[src/inc/efi_pkg.sv]
`default_nettype none
package efi_pkg;
    // Register addresses as seen by the configuration port
    localparam int          ADDR_W           = 8;
    localparam logic [7:0]  OFS_ENABLE_A     = 8'h03;
    localparam logic [7:0]  OFS_ENABLE_B     = 8'h04;
    localparam logic [7:0]  OFS_FLAGS_A      = 8'h05;
    localparam logic [7:0]  OFS_FLAGS_B      = 8'h06;
    localparam logic [7:0]  OFS_ROUTE_A      = 8'h07;
    localparam logic [7:0]  OFS_ROUTE_B      = 8'h08;
    // Flag count and split over the two byte registers
    localparam int          NUM_FLAGS        = 10;
    localparam int          LOW_BITS         = 8;
    localparam int          HIGH_BITS        = NUM_FLAGS - LOW_BITS;
    // Reset values
    localparam logic [NUM_FLAGS-1:0] ENABLE_RST = 10'h000;
    localparam logic [NUM_FLAGS-1:0] ROUTE_RST  = 10'h000;
    localparam logic [NUM_FLAGS-1:0] LATCH_RST  = 10'h000;
    // Route select encoding
    localparam logic        ROUTE_PRIMARY    = 1'b0;
    localparam logic        ROUTE_SECONDARY  = 1'b1;
endpackage
`default_nettype wire

[src/inc/efi_src_if.sv]
`default_nettype none
// Synchronised source levels passed from the input stage to the flag logic
interface efi_src_if #(parameter int N = 10);
    logic [N-1:0] level;
    logic [N-1:0] rise;
    modport producer (output level, output rise);
    modport consumer (input level, input rise);
endinterface
`default_nettype wire

[src/efi_sync.sv]
`default_nettype none
// Three-stage synchroniser with edge detection for the monitored sources
module efi_sync
    import efi_pkg::*;
#(
    parameter int N = NUM_FLAGS
) (
    input  wire logic        clk,
    input  wire logic        nrst,
    input  wire logic [N-1:0] src_async,
    efi_src_if.producer      sout
);
    logic [N-1:0] s1_reg, s2_reg, s3_reg, lvl_reg;
    logic [N-1:0] s1_next, s2_next, s3_next, lvl_next;

    // A level counts once stage two and three agree; stage one feeds only stage two
    always_comb begin
        s1_next  = src_async;
        s2_next  = s1_reg;
        s3_next  = s2_reg;
        lvl_next = lvl_reg;
        for (int i = 0; i < N; i++) begin
            if (s2_reg[i] == s3_reg[i]) begin
                lvl_next[i] = s3_reg[i];
            end
        end
    end

    always_ff @(posedge clk or negedge nrst) begin
        if (!nrst) begin
            s1_reg  <= '0;
            s2_reg  <= '0;
            s3_reg  <= '0;
            lvl_reg <= '0;
        end else begin
            s1_reg  <= s1_next;
            s2_reg  <= s2_next;
            s3_reg  <= s3_next;
            lvl_reg <= lvl_next;
        end
    end

    // Rise is a one-cycle pulse on the filtered level
    assign sout.level = lvl_reg;
    assign sout.rise  = lvl_next & ~lvl_reg;
endmodule
`default_nettype wire

[src/efi_unit.sv]
//Contract
//- Primary request open-drain, active low
//- Ten flags across two flag registers
//- One enable bit per flag, two registers
//- Enabled flag latches rising edge, asserts request
//- Disabled flag mirrors level, no request
//- Writing one clears latched flag
//- Hardware or software reset clears flags
//- Route bit: 0 primary, 1 secondary
//- Any flags combine; secondary like primary
//- Flag write also clears latched source
`default_nettype none
module efi_unit
    import efi_pkg::*;
(
    input  wire logic                 clk,
    input  wire logic                 nrst,
    input  wire logic                 soft_reset,
    input  wire logic [NUM_FLAGS-1:0] src_async,
    input  wire logic                 reg_wr,
    input  wire logic [ADDR_W-1:0]    reg_addr,
    input  wire logic [7:0]           reg_wdata,
    output logic      [7:0]           reg_rdata,
    output logic      [NUM_FLAGS-1:0] src_clear,
    output logic                      request_line_primary_o,
    output logic                      request_line_primary_oe,
    output logic                      request_line_secondary_o,
    output logic                      request_line_secondary_oe
);
    ////////////////////////////////////////////////////////////////////////
    efi_src_if #(.N(NUM_FLAGS)) src ();

    // Sources arrive from other clock domains inside the converter
    efi_sync #(.N(NUM_FLAGS)) u_sync (
        .clk       (clk),
        .nrst      (nrst),
        .src_async (src_async),
        .sout      (src)
    );

    ////////////////////////////////////////////////////////////////////////
    logic [NUM_FLAGS-1:0] enable_reg, enable_next;
    logic [NUM_FLAGS-1:0] route_reg, route_next;
    logic [NUM_FLAGS-1:0] latch_reg, latch_next;
    logic [NUM_FLAGS-1:0] clr_reg, clr_next;
    logic [NUM_FLAGS-1:0] wr_clear;
    logic [7:0]           rdata_reg, rdata_next;
    logic                 req1_reg, req1_next, req2_reg, req2_next;
    logic [NUM_FLAGS-1:0] flag_view;

    // One-bits written to a flag register select the flags to clear
    always_comb begin
        wr_clear = '0;
        if (reg_wr && reg_addr == OFS_FLAGS_A) begin
            wr_clear[LOW_BITS-1:0] = reg_wdata;
        end
        if (reg_wr && reg_addr == OFS_FLAGS_B) begin
            wr_clear[NUM_FLAGS-1:LOW_BITS] = reg_wdata[HIGH_BITS-1:0];
        end
    end

    // Configuration registers
    always_comb begin
        enable_next = enable_reg;
        route_next  = route_reg;
        if (reg_wr) begin
            unique case (reg_addr)
                OFS_ENABLE_A: enable_next[LOW_BITS-1:0]           = reg_wdata;
                OFS_ENABLE_B: enable_next[NUM_FLAGS-1:LOW_BITS]   = reg_wdata[HIGH_BITS-1:0];
                OFS_ROUTE_A:  route_next[LOW_BITS-1:0]            = reg_wdata;
                OFS_ROUTE_B:  route_next[NUM_FLAGS-1:LOW_BITS]    = reg_wdata[HIGH_BITS-1:0];
                default: ;
            endcase
        end
    end

    // Latches; a new edge in the clearing cycle wins so no event is lost
    always_comb begin
        latch_next = (latch_reg & ~wr_clear) | (src.rise & enable_reg);
        if (soft_reset) begin
            latch_next = LATCH_RST;
        end
        clr_next = wr_clear;
    end

    // Disabled flags show the live level and never reach a request line
    assign flag_view = (latch_reg & enable_reg) | (src.level & ~enable_reg);

    always_comb begin
        rdata_next = 8'h00;
        unique case (reg_addr)
            OFS_ENABLE_A: rdata_next = enable_reg[LOW_BITS-1:0];
            OFS_ENABLE_B: rdata_next = {6'h00, enable_reg[NUM_FLAGS-1:LOW_BITS]};
            OFS_FLAGS_A:  rdata_next = flag_view[LOW_BITS-1:0];
            OFS_FLAGS_B:  rdata_next = {6'h00, flag_view[NUM_FLAGS-1:LOW_BITS]};
            OFS_ROUTE_A:  rdata_next = route_reg[LOW_BITS-1:0];
            OFS_ROUTE_B:  rdata_next = {6'h00, route_reg[NUM_FLAGS-1:LOW_BITS]};
            default:      rdata_next = 8'h00;
        endcase
    end

    // Request lines: any enabled latched flag on that route pulls low
    // Built from next values so the line moves on the same edge as the latch
    always_comb begin
        req1_next = |(latch_next & enable_next & ~route_next);
        req2_next = |(latch_next & enable_next & route_next);
    end

    always_ff @(posedge clk or negedge nrst) begin
        if (!nrst) begin
            enable_reg <= ENABLE_RST;
            route_reg  <= ROUTE_RST;
            latch_reg  <= LATCH_RST;
            clr_reg    <= '0;
            rdata_reg  <= 8'h00;
            req1_reg   <= 1'b0;
            req2_reg   <= 1'b0;
        end else begin
            enable_reg <= enable_next;
            route_reg  <= route_next;
            latch_reg  <= latch_next;
            clr_reg    <= clr_next;
            rdata_reg  <= rdata_next;
            req1_reg   <= req1_next;
            req2_reg   <= req2_next;
        end
    end

    ////////////////////////////////////////////////////////////////////////
    // Open drain: data is always low, only the enable moves; pull-up is off chip
    assign request_line_primary_o    = 1'b0;
    assign request_line_primary_oe   = req1_reg;
    assign request_line_secondary_o  = 1'b0;
    assign request_line_secondary_oe = req2_reg;
    assign reg_rdata                 = rdata_reg;
    assign src_clear                 = clr_reg;
endmodule
`default_nettype wire

[config.mk]
export PLATFORM = sky130hd
export DESIGN_NAME = efi_unit
export DESIGN_NICKNAME = d
export VERILOG_FILES = /design/src/inc/efi_pkg.sv /design/src/inc/efi_src_if.sv /design/src/efi_sync.sv /design/src/efi_unit.sv
export SDC_FILE = /design/constraint.sdc
export NUM_CORES = 1
export LEC_CHECK = 0
export ABC_CLOCK_PERIOD_IN_PS = 3930
export BUFFER_PORTS_ARGS = -buffer_cell sky130_fd_sc_hd__buf_2
export CAP_MARGIN = 0
export CORE_MARGIN = 5
export CORE_UTILIZATION = 60
export DETAILED_ROUTE_END_ITERATION = 10
export MAX_ROUTING_LAYER = met4
export PLACE_DENSITY_LB_ADDON = 0.12
export SLEW_MARGIN = 20
export SYNTH_ARGS = -nofsm -noshare
export SYNTH_HDL_FRONTEND = slang
export SYNTH_HIERARCHICAL = 1
export SYNTH_SLANG_ARGS = --single-unit
[constraint.sdc]
create_clock -name clk -period 3.93 [get_ports clk]
set_input_delay 0.5895 -clock clk [delete_from_list [all_inputs] [get_ports clk]]
set_output_delay 0.5895 -clock clk [all_outputs]
set_load 0.005 [all_outputs]
==> results of run 1 <==
per-stage QoR:
step           util (%)  area (sq um)  std cells  hold WS [ns]
6_report           69.9          4140        416         0.263
5_1_grt            69.9          4140        416         0.306
4_1_cts            69.7          4130        416         0.317
3_5_place_dp       66.7          3950        400         0.337
3_3_place_gp       66.7          3950        400         0.332
2_1_floorplan         -          3640        283         0.294
area by class of cell:
type	instances	area, sq um
tap	75	93.8
timing repair buffer	51	267
fill	444	1780
multi-input combinational	171	1300
clock buffer	11	141
inverter	13	48.8
sequential	90	2250
clock inverter	5	38.8
Yosys cell counts, types with 2 or more instances:
master / instances / area, sq um
dfrtp_1: 90 / 2250
mux2_2: 13 / 146
clkbuf_1: 5 / 18.8
nand2b_1: 2 / 12.5
mux2i_1: 8 / 80.1
nand3_1: 6 / 30.0
nor2_1: 5 / 18.8
o2111ai_1: 2 / 17.5
buf_4: 2 / 15.0
nor4_1: 3 / 18.8
and2_1: 4 / 25.0
a21o_1: 6 / 45.0
o221ai_1: 2 / 17.5
nand2_1: 17 / 63.8
maj3_2: 10 / 113
inv_1: 13 / 48.8
nand3b_1: 3 / 22.5
a311oi_1: 5 / 43.8
and3b_2: 10 / 100
nor3b_1: 3 / 22.5
nor4_4: 2 / 42.5
nor3_1: 2 / 10.0
or4_1: 3 / 22.5
nor2b_1: 2 / 12.5
a311o_1: 2 / 20.0
a21oi_1: 31 / 155
a211oi_1: 2 / 15.0
and3_1: 7 / 43.8
logic make-up after synthesis:
| logic type | after synthesis | share of synthesized area (%) |
|---|---|---|
| AO/OA/AOI/OAI | 60 | 10.8 |
| other | 1 | 0.103 |
| flip-flops | 90 | 62.0 |
| AND/OR/NAND/NOR | 78 | 15.1 |
| multiplexers | 21 | 6.24 |
| buffers and inverters | 22 | 2.72 |
| adder cells (fa/ha/maj) | 10 | 3.10 |
how the worst min path moves through the flow:
| stage | from | endpoint |
|---|---|---|
| floorplan | nrst | enable_reg[0] |
| global placement | u_sync/s1_reg[8] | u_sync/s2_reg[8] |
| detailed placement | u_sync/s1_reg[1] | u_sync/s2_reg[1] |
| CTS | src_async[7] | u_sync/s1_reg[7] |
| global route | src_async[7] | u_sync/s1_reg[7] |
| finish | nrst | u_sync/s2_reg[5] |
where the power goes:
group          leakage [nW]  switching [W]  total (W)  internal, W
Clock                0.0782       0.000325   0.000574     0.000249
Sequential             1.16      0.0000275   0.000993     0.000965
Combinational         0.799      0.0000666   0.000114    0.0000476
layer usage:
layer / vias to the layer above / global-route usage [%]
met4: 0 / 9.34
li1: 1136 / -
met1: 1213 / 28.4
met5: - / -
met2: 80 / 31.9
met3: 11 / 4.52
critical path, delay by kind of cell:
kind	cells	cell delay, ns
and+or+nand+nor	3	1.80
muxes	1	0.29
AOI/OAI and AO/OA	1	0.31
buffers and inverters	2	0.17
==> results.json, run 1 <==
{
  "outcome": "finished clean",
  "final_antenna_net_count": 0,
  "synthArstFlopShare_pct": 100,
  "reg2reg_slack_ns": 1.88,
  "cts_root_buf": "clkbuf_8",
  "dr.max_layer_used": "met4",
  "synth_cell_type_count": 50,
  "antennaDiodeCount": 0,
  "antenna_found_initial": 0,
  "path_clk_slew_ns": 0.10,
  "die_y_um": 87.8,
  "max_freq_mhz": 342,
  "synth_seq_cells": 90,
  "place_congestion": 0.828,
  "grt_pass1_vias": 2466,
  "holdBufCountCts": 0,
  "postSynthAreaPerCell_sq_um": 12.9,
  "final_common_cell": "dfrtp_1",
  "seq_area_frac_synth_pct": 62.0,
  "vias": 2440,
  "cts_resized": 0,
  "dr_wl_met2_um": 3510,
  "arrival_ns": 3.16,
  "critical_path_class": "in -> reg",
  "path_max_fanout": 11,
  "start_util_pct": 61.3,
  "setup_slack_ns": 1.00,
  "drive_gt1_share_pct": 31.4,
  "cts_setup_buffers": 0,
  "leakage_nw": 2.04,
  "grt_use_total_pct": 21.4,
  "grt_remaining_overflow": 0,
  "dpl_worst_slack_ns": 0.648,
  "tightest_slew_ns": 0.798,
  "hold_viol_final": 0,
  "cts_buffer_depth": 2,
  "fp.coreArea_sq_mm": 0.00592,
  "die_w_um": 87.8,
  "syn_to_final_growth_pct": 14.0,
  "route.detailed.drc": 0,
  "dpl.hpwl_um": 5090,
  "r2r-start": "u_sync/s2_reg[8]",
  "start_kind": "input port",
  "setup_tns_ns": 0,
  "met1_length_um": 3340,
  "rsz0062_at_grt": "false",
  "io_buffers": 49,
  "power_density_mw_per_mm2": 406,
  "fin_nets": 366,
  "p_total_w": 0.00168,
  "grt_pass1_wl_um": 12000,
  "finalCritPeriodShare_pct": 74.5,
  "reg2reg_to": "request_line_secondary_oe",
  "slew_violations": 0,
  "wl_met3_um": 457,
  "via_per_inst": 5.87,
  "hold_class": "in -> async",
  "finalSetupViolCount": 0,
  "crit_chain": "buf_2, or4_4, nor4_4, mux2i_1, inv_1, a311o_1, or4_1",
  "die_area_sq_mm": 0.00771,
  "endpoint": "request_line_secondary_oe",
  "maxCapViolCount": 0,
  "routedWlPerCell_um": 17.8,
  "rows": 28,
  "cts_tree": "done",
  "cp_slowest_cell": "or4_4",
  "drtIter0Drc": 205,
  "slew_headroom_pct": 46.8,
  "ys.flop_type": "dfrtp_1",
  "clk_latency_ns": 0.36,
  "synthCells": 282,
  "period_needed_ns": 2.93,
  "synth_edf_count": 0,
  "drt_wl_total_um": 7420,
  "cts_buffers": 9,
  "r2r_cells": 6,
  "critPathMaxStageDelay_ns": 0.66,
  "worstPathRequired_ns": 4.16,
  "htree_levels": 3,
  "grt_max_degree": 91,
  "cp-end-kind": "flop",
  "clkSinkCount": 90,
  "crit_start": "reg_addr[5]",
  "fin_worst_skew_ns": 0.0109,
  "final_cell_mix": "90 x dfrtp_1, 48 x buf_2, 31 x a21oi_1",
  "firstDrtPassIters": 4,
  "irDropWorstVdd_uv": 248,
  "io_pins": 52,
  "synth_area_sq_mm": 0.00363,
  "synth_warnings": 6
}
Power figures use the tool's default switching activity.
==> inputs of run 2 (changes only) <==
--- a/config.mk
+++ b/config.mk
@@ -5,11 +5,12 @@
 export SDC_FILE = /design/constraint.sdc
 export NUM_CORES = 1
 export LEC_CHECK = 0
-export ABC_CLOCK_PERIOD_IN_PS = 3930
+export ABC_AREA = 1
+export ABC_CLOCK_PERIOD_IN_PS = 2450
 export BUFFER_PORTS_ARGS = -buffer_cell sky130_fd_sc_hd__buf_2
 export CAP_MARGIN = 0
 export CORE_MARGIN = 5
-export CORE_UTILIZATION = 60
+export CORE_UTILIZATION = 51
 export DETAILED_ROUTE_END_ITERATION = 10
 export MAX_ROUTING_LAYER = met4
 export PLACE_DENSITY_LB_ADDON = 0.12
==> constraint.sdc (replaced) <==
create_clock -name clk -period 2.45 [get_ports clk]
set_input_delay 0.3675 -clock clk [delete_from_list [all_inputs] [get_ports clk]]
set_output_delay 0.3675 -clock clk [all_outputs]
set_load 0.005 [all_outputs]
==> run 2 against run 1 <==
  * Register-to-register slack worse by 0.63 ns
  * Sequential share of layout area down 3.8 points
  * Cell area up 7.5%
  * Synthesized cell count up 52%
  * Highest routed layer unchanged
  * Combinational power up 75%
  * Die area up 22%
  * Flip-flop and latch count unchanged
  * Setup slack worse by 0.29 ns
  * Sequential power up 60%
  * Clock skew down 0.0056 ns
  * Synthesized area up 6.3%
  * Critical path type unchanged
  * Hold slack worse by 0.15 ns
==> results.json, run 2 <==
{
  "drt_wl_total_um": 8080,
  "dp_cells": 571,
  "synth_compound_area_share_pct": 5.90,
  "grt_pass1_vias": 2996,
  "grt_pass1_wl_um": 14100,
  "synth.area.top_cells": "dfrtp_1 58%, nand2_1 12%, inv_1 4.8%, nand4_1 4.4%, nand3_1 3.9%",
  "syn_to_final_growth_pct": 15.3,
  "outcome": "finished clean",
  "antennaDiodeCount": 0,
  "grt_remaining_overflow": 0,
  "leakage_nw": 2.42,
  "cts_buffers": 9,
  "p_total_w": 0.00299,
  "critical_path_class": "in -> reg",
  "fin_worst_skew_ns": 0.00527,
  "synth_mux_area_share_pct": 0.875,
  "worstPathRequired_ns": 2.70,
  "final_cells": 587,
  "clkSinkCount": 90,
  "final_cell_mix": "128 x nand2_1, 90 x dfrtp_1, 49 x inv_1",
  "io_buffers": 49,
  "irDropWorstVdd_uv": 451,
  "yosysMostFrequentCell": "nand2_1",
  "fin_nets": 514,
  "setup_tns_ns": 0,
  "max_freq_mhz": 576,
  "dpl.hpwl_um": 5730,
  "synth_area_sq_mm": 0.00386,
  "synth_edf_count": 0,
  "drtIter0Drc": 200,
  "synth_top_area_share_pct": 58.3,
  "drive_gt1_share_pct": 17.4,
  "antenna_found_initial": 0,
  "met3_usage_pct": 5.97,
  "path_max_fanout": 17,
  "synth_xor_area_share_pct": 0,
  "route.detailed.drc": 0,
  "cp-end-kind": "flop",
  "hold_depth": 1,
  "hold_viol_final": 0,
  "grt_max_degree": 57,
  "die_area_sq_mm": 0.00941,
  "synth_cell_type_count": 34,
  "fp.coreArea_sq_mm": 0.00729,
  "cts_tree": "done",
  "seq_area_frac_synth_pct": 58.3,
  "busiest_layer": "met2",
  "ys.flop_type": "dfrtp_1",
  "power_density_mw_per_mm2": 672,
  "nFillCells": 669,
  "firstDrtPassIters": 6,
  "holdBufCountCts": 1,
  "reg2reg_slack_ns": 1.25,
  "die_w_um": 97.0,
  "yosysTopAreaCell": "dfrtp_1",
  "whs_endpoint": "u_sync/s1_reg[1]",
  "cts_resized": 0,
  "r2r-start": "u_sync/s2_reg[0]",
  "start_util_pct": 52.9,
  "arrival_ns": 1.98,
  "routedWlPerCell_um": 13.8,
  "vias": 3066,
  "synth_seq_cells": 90,
  "synth_top_family_by_area": "simple AND/OR/NAND/NOR gates",
  "synthAdderAreaFrac_pct": 0,
  "path_clk_slew_ns": 0.08,
  "finalSetupViolCount": 0,
  "htree_levels": 3,
  "synthArstFlopShare_pct": 100,
  "synth-simple-area-share_pct": 27.9,
  "final_common_cell": "nand2_1",
  "met1_usage_pct": 24.5,
  "synthCells": 430,
  "finalCritPeriodShare_pct": 70.9,
  "die_y_um": 97.0,
  "start_kind": "input port",
  "io_pins": 52,
  "reg2reg_to": "request_line_secondary_oe",
  "r2r_cells": 8,
  "maxCapViolCount": 0,
  "min-delay-start": "src_async[1]",
  "grt_use_total_pct": 19.0,
  "rows": 31,
  "synth_commonest_cells": "128 x nand2_1, 90 x dfrtp_1, 49 x inv_1, 35 x nor2_1, 30 x nand3_1",
  "clk_latency_ns": 0.35,
  "final_antenna_net_count": 0,
  "slew_violations": 0,
  "rsz0062_at_grt": "false",
  "cts_setup_buffers": 0,
  "postSynthAreaPerCell_sq_um": 8.98,
  "via_per_inst": 5.22,
  "cts_root_buf": "clkbuf_8",
  "slew_headroom_pct": 66.7,
  "hold_class": "in -> reg",
  "synth_warnings": 6,
  "period_needed_ns": 1.74,
  "place_congestion": 0.869,
  "cts_buffer_depth": 2,
  "tightest_slew_ns": 0.497,
  "met2_usage_pct": 29.4
}
-- run 2: cell types whose count changed in the layout (fill, tap and decap cells not counted), moves of 10 or more --
cell / previous run / this run
a21oi_1: 31 / 21
and3b_2: 10 / 0
inv_1: 13 / 49
maj3_2: 10 / 0
mux2_2: 13 / 3
nand2_1: 17 / 128
nand3_1: 6 / 30
nand4_1: 0 / 27
nor2_1: 5 / 35
-- run 2: cells by family after synthesis --
| kind of cell | count (synthesis) |
|---|---|
| AOI/OAI and AO/OA | 38 |
| and+or+nand+nor | 235 |
| other | 1 |
| muxes | 3 |
| DFF | 90 |
| buffers and inverters | 63 |
-- run 2: worst max-delay path by stage --
stage | start | end | slack [ns] | depth (start not counted)
floorplan | reg_addr[7] | request_line_primary_oe | 0.87 | 11
global placement | reg_addr[7] | request_line_primary_oe | 0.38 | 11
detailed placement | reg_addr[5] | request_line_primary_oe | 0.35 | 11
CTS | reg_addr[7] | request_line_primary_oe | 0.73 | 11
global route | reg_addr[5] | request_line_primary_oe | 0.57 | 11
finish | reg_addr[7] | request_line_primary_oe | 0.71 | 11
-- run 2: cell type report --
| cell class | instances | area, sq um | area share, % |
|---|---|---|---|
| flip-flops and latches | 90 | 2250 | 50.6 |
| multi-input cells | 278 | 1350 | 30.3 |
| repair buffers | 52 | 285 | 6.41 |
| inverters | 53 | 201 | 4.53 |
| clock buffers | 11 | 141 | 3.18 |
| well taps | 99 | 124 | 2.78 |
| clock inverters | 4 | 98.8 | 2.22 |
-- run 2: metrics by stage --
stage                     util [%]  worst slack (ns)  hold slack [ns]  area [sq um]
final                         61.0             0.713            0.111          4450
after global routing          61.0             0.566           0.0895          4450
after floorplan                  -             0.872           0.0719          3860
after detailed placement      57.6             0.354            0.337          4200
after CTS                     61.0             0.729           0.0985          4450
after global placement        57.6             0.376            0.332          4200
-- run 2: worst max-delay path, cell delays in order --
cell and delay [ns]:
buf_2 0.09, nor2_1 0.11, nand2_2 0.19, nor2_4 0.44, nand3_1 0.19, nand2_1 0.13
nand2_1 0.09, nand4_1 0.08, nand3_1 0.09, nor2_1 0.13, nand2_1 0.07
-- run 2: report_power, final --
group	leakage (nW)	switching, W	internal, W
registers	1.15	0.0000442	0.00154
clock network	0.120	0.000496	0.000704
logic	1.15	0.000134	0.0000664
-- run 2: per-layer routing --
layer / part of all wire [%] / routed length, um / up-vias
li1: - / - / 1500
met1: 45 / 3640 / 1454
met2: 47 / 3790 / 102
met3: 6.7 / 543 / 10
met4: 1.3 / 102 / 0
met5: 0 / 0 / -
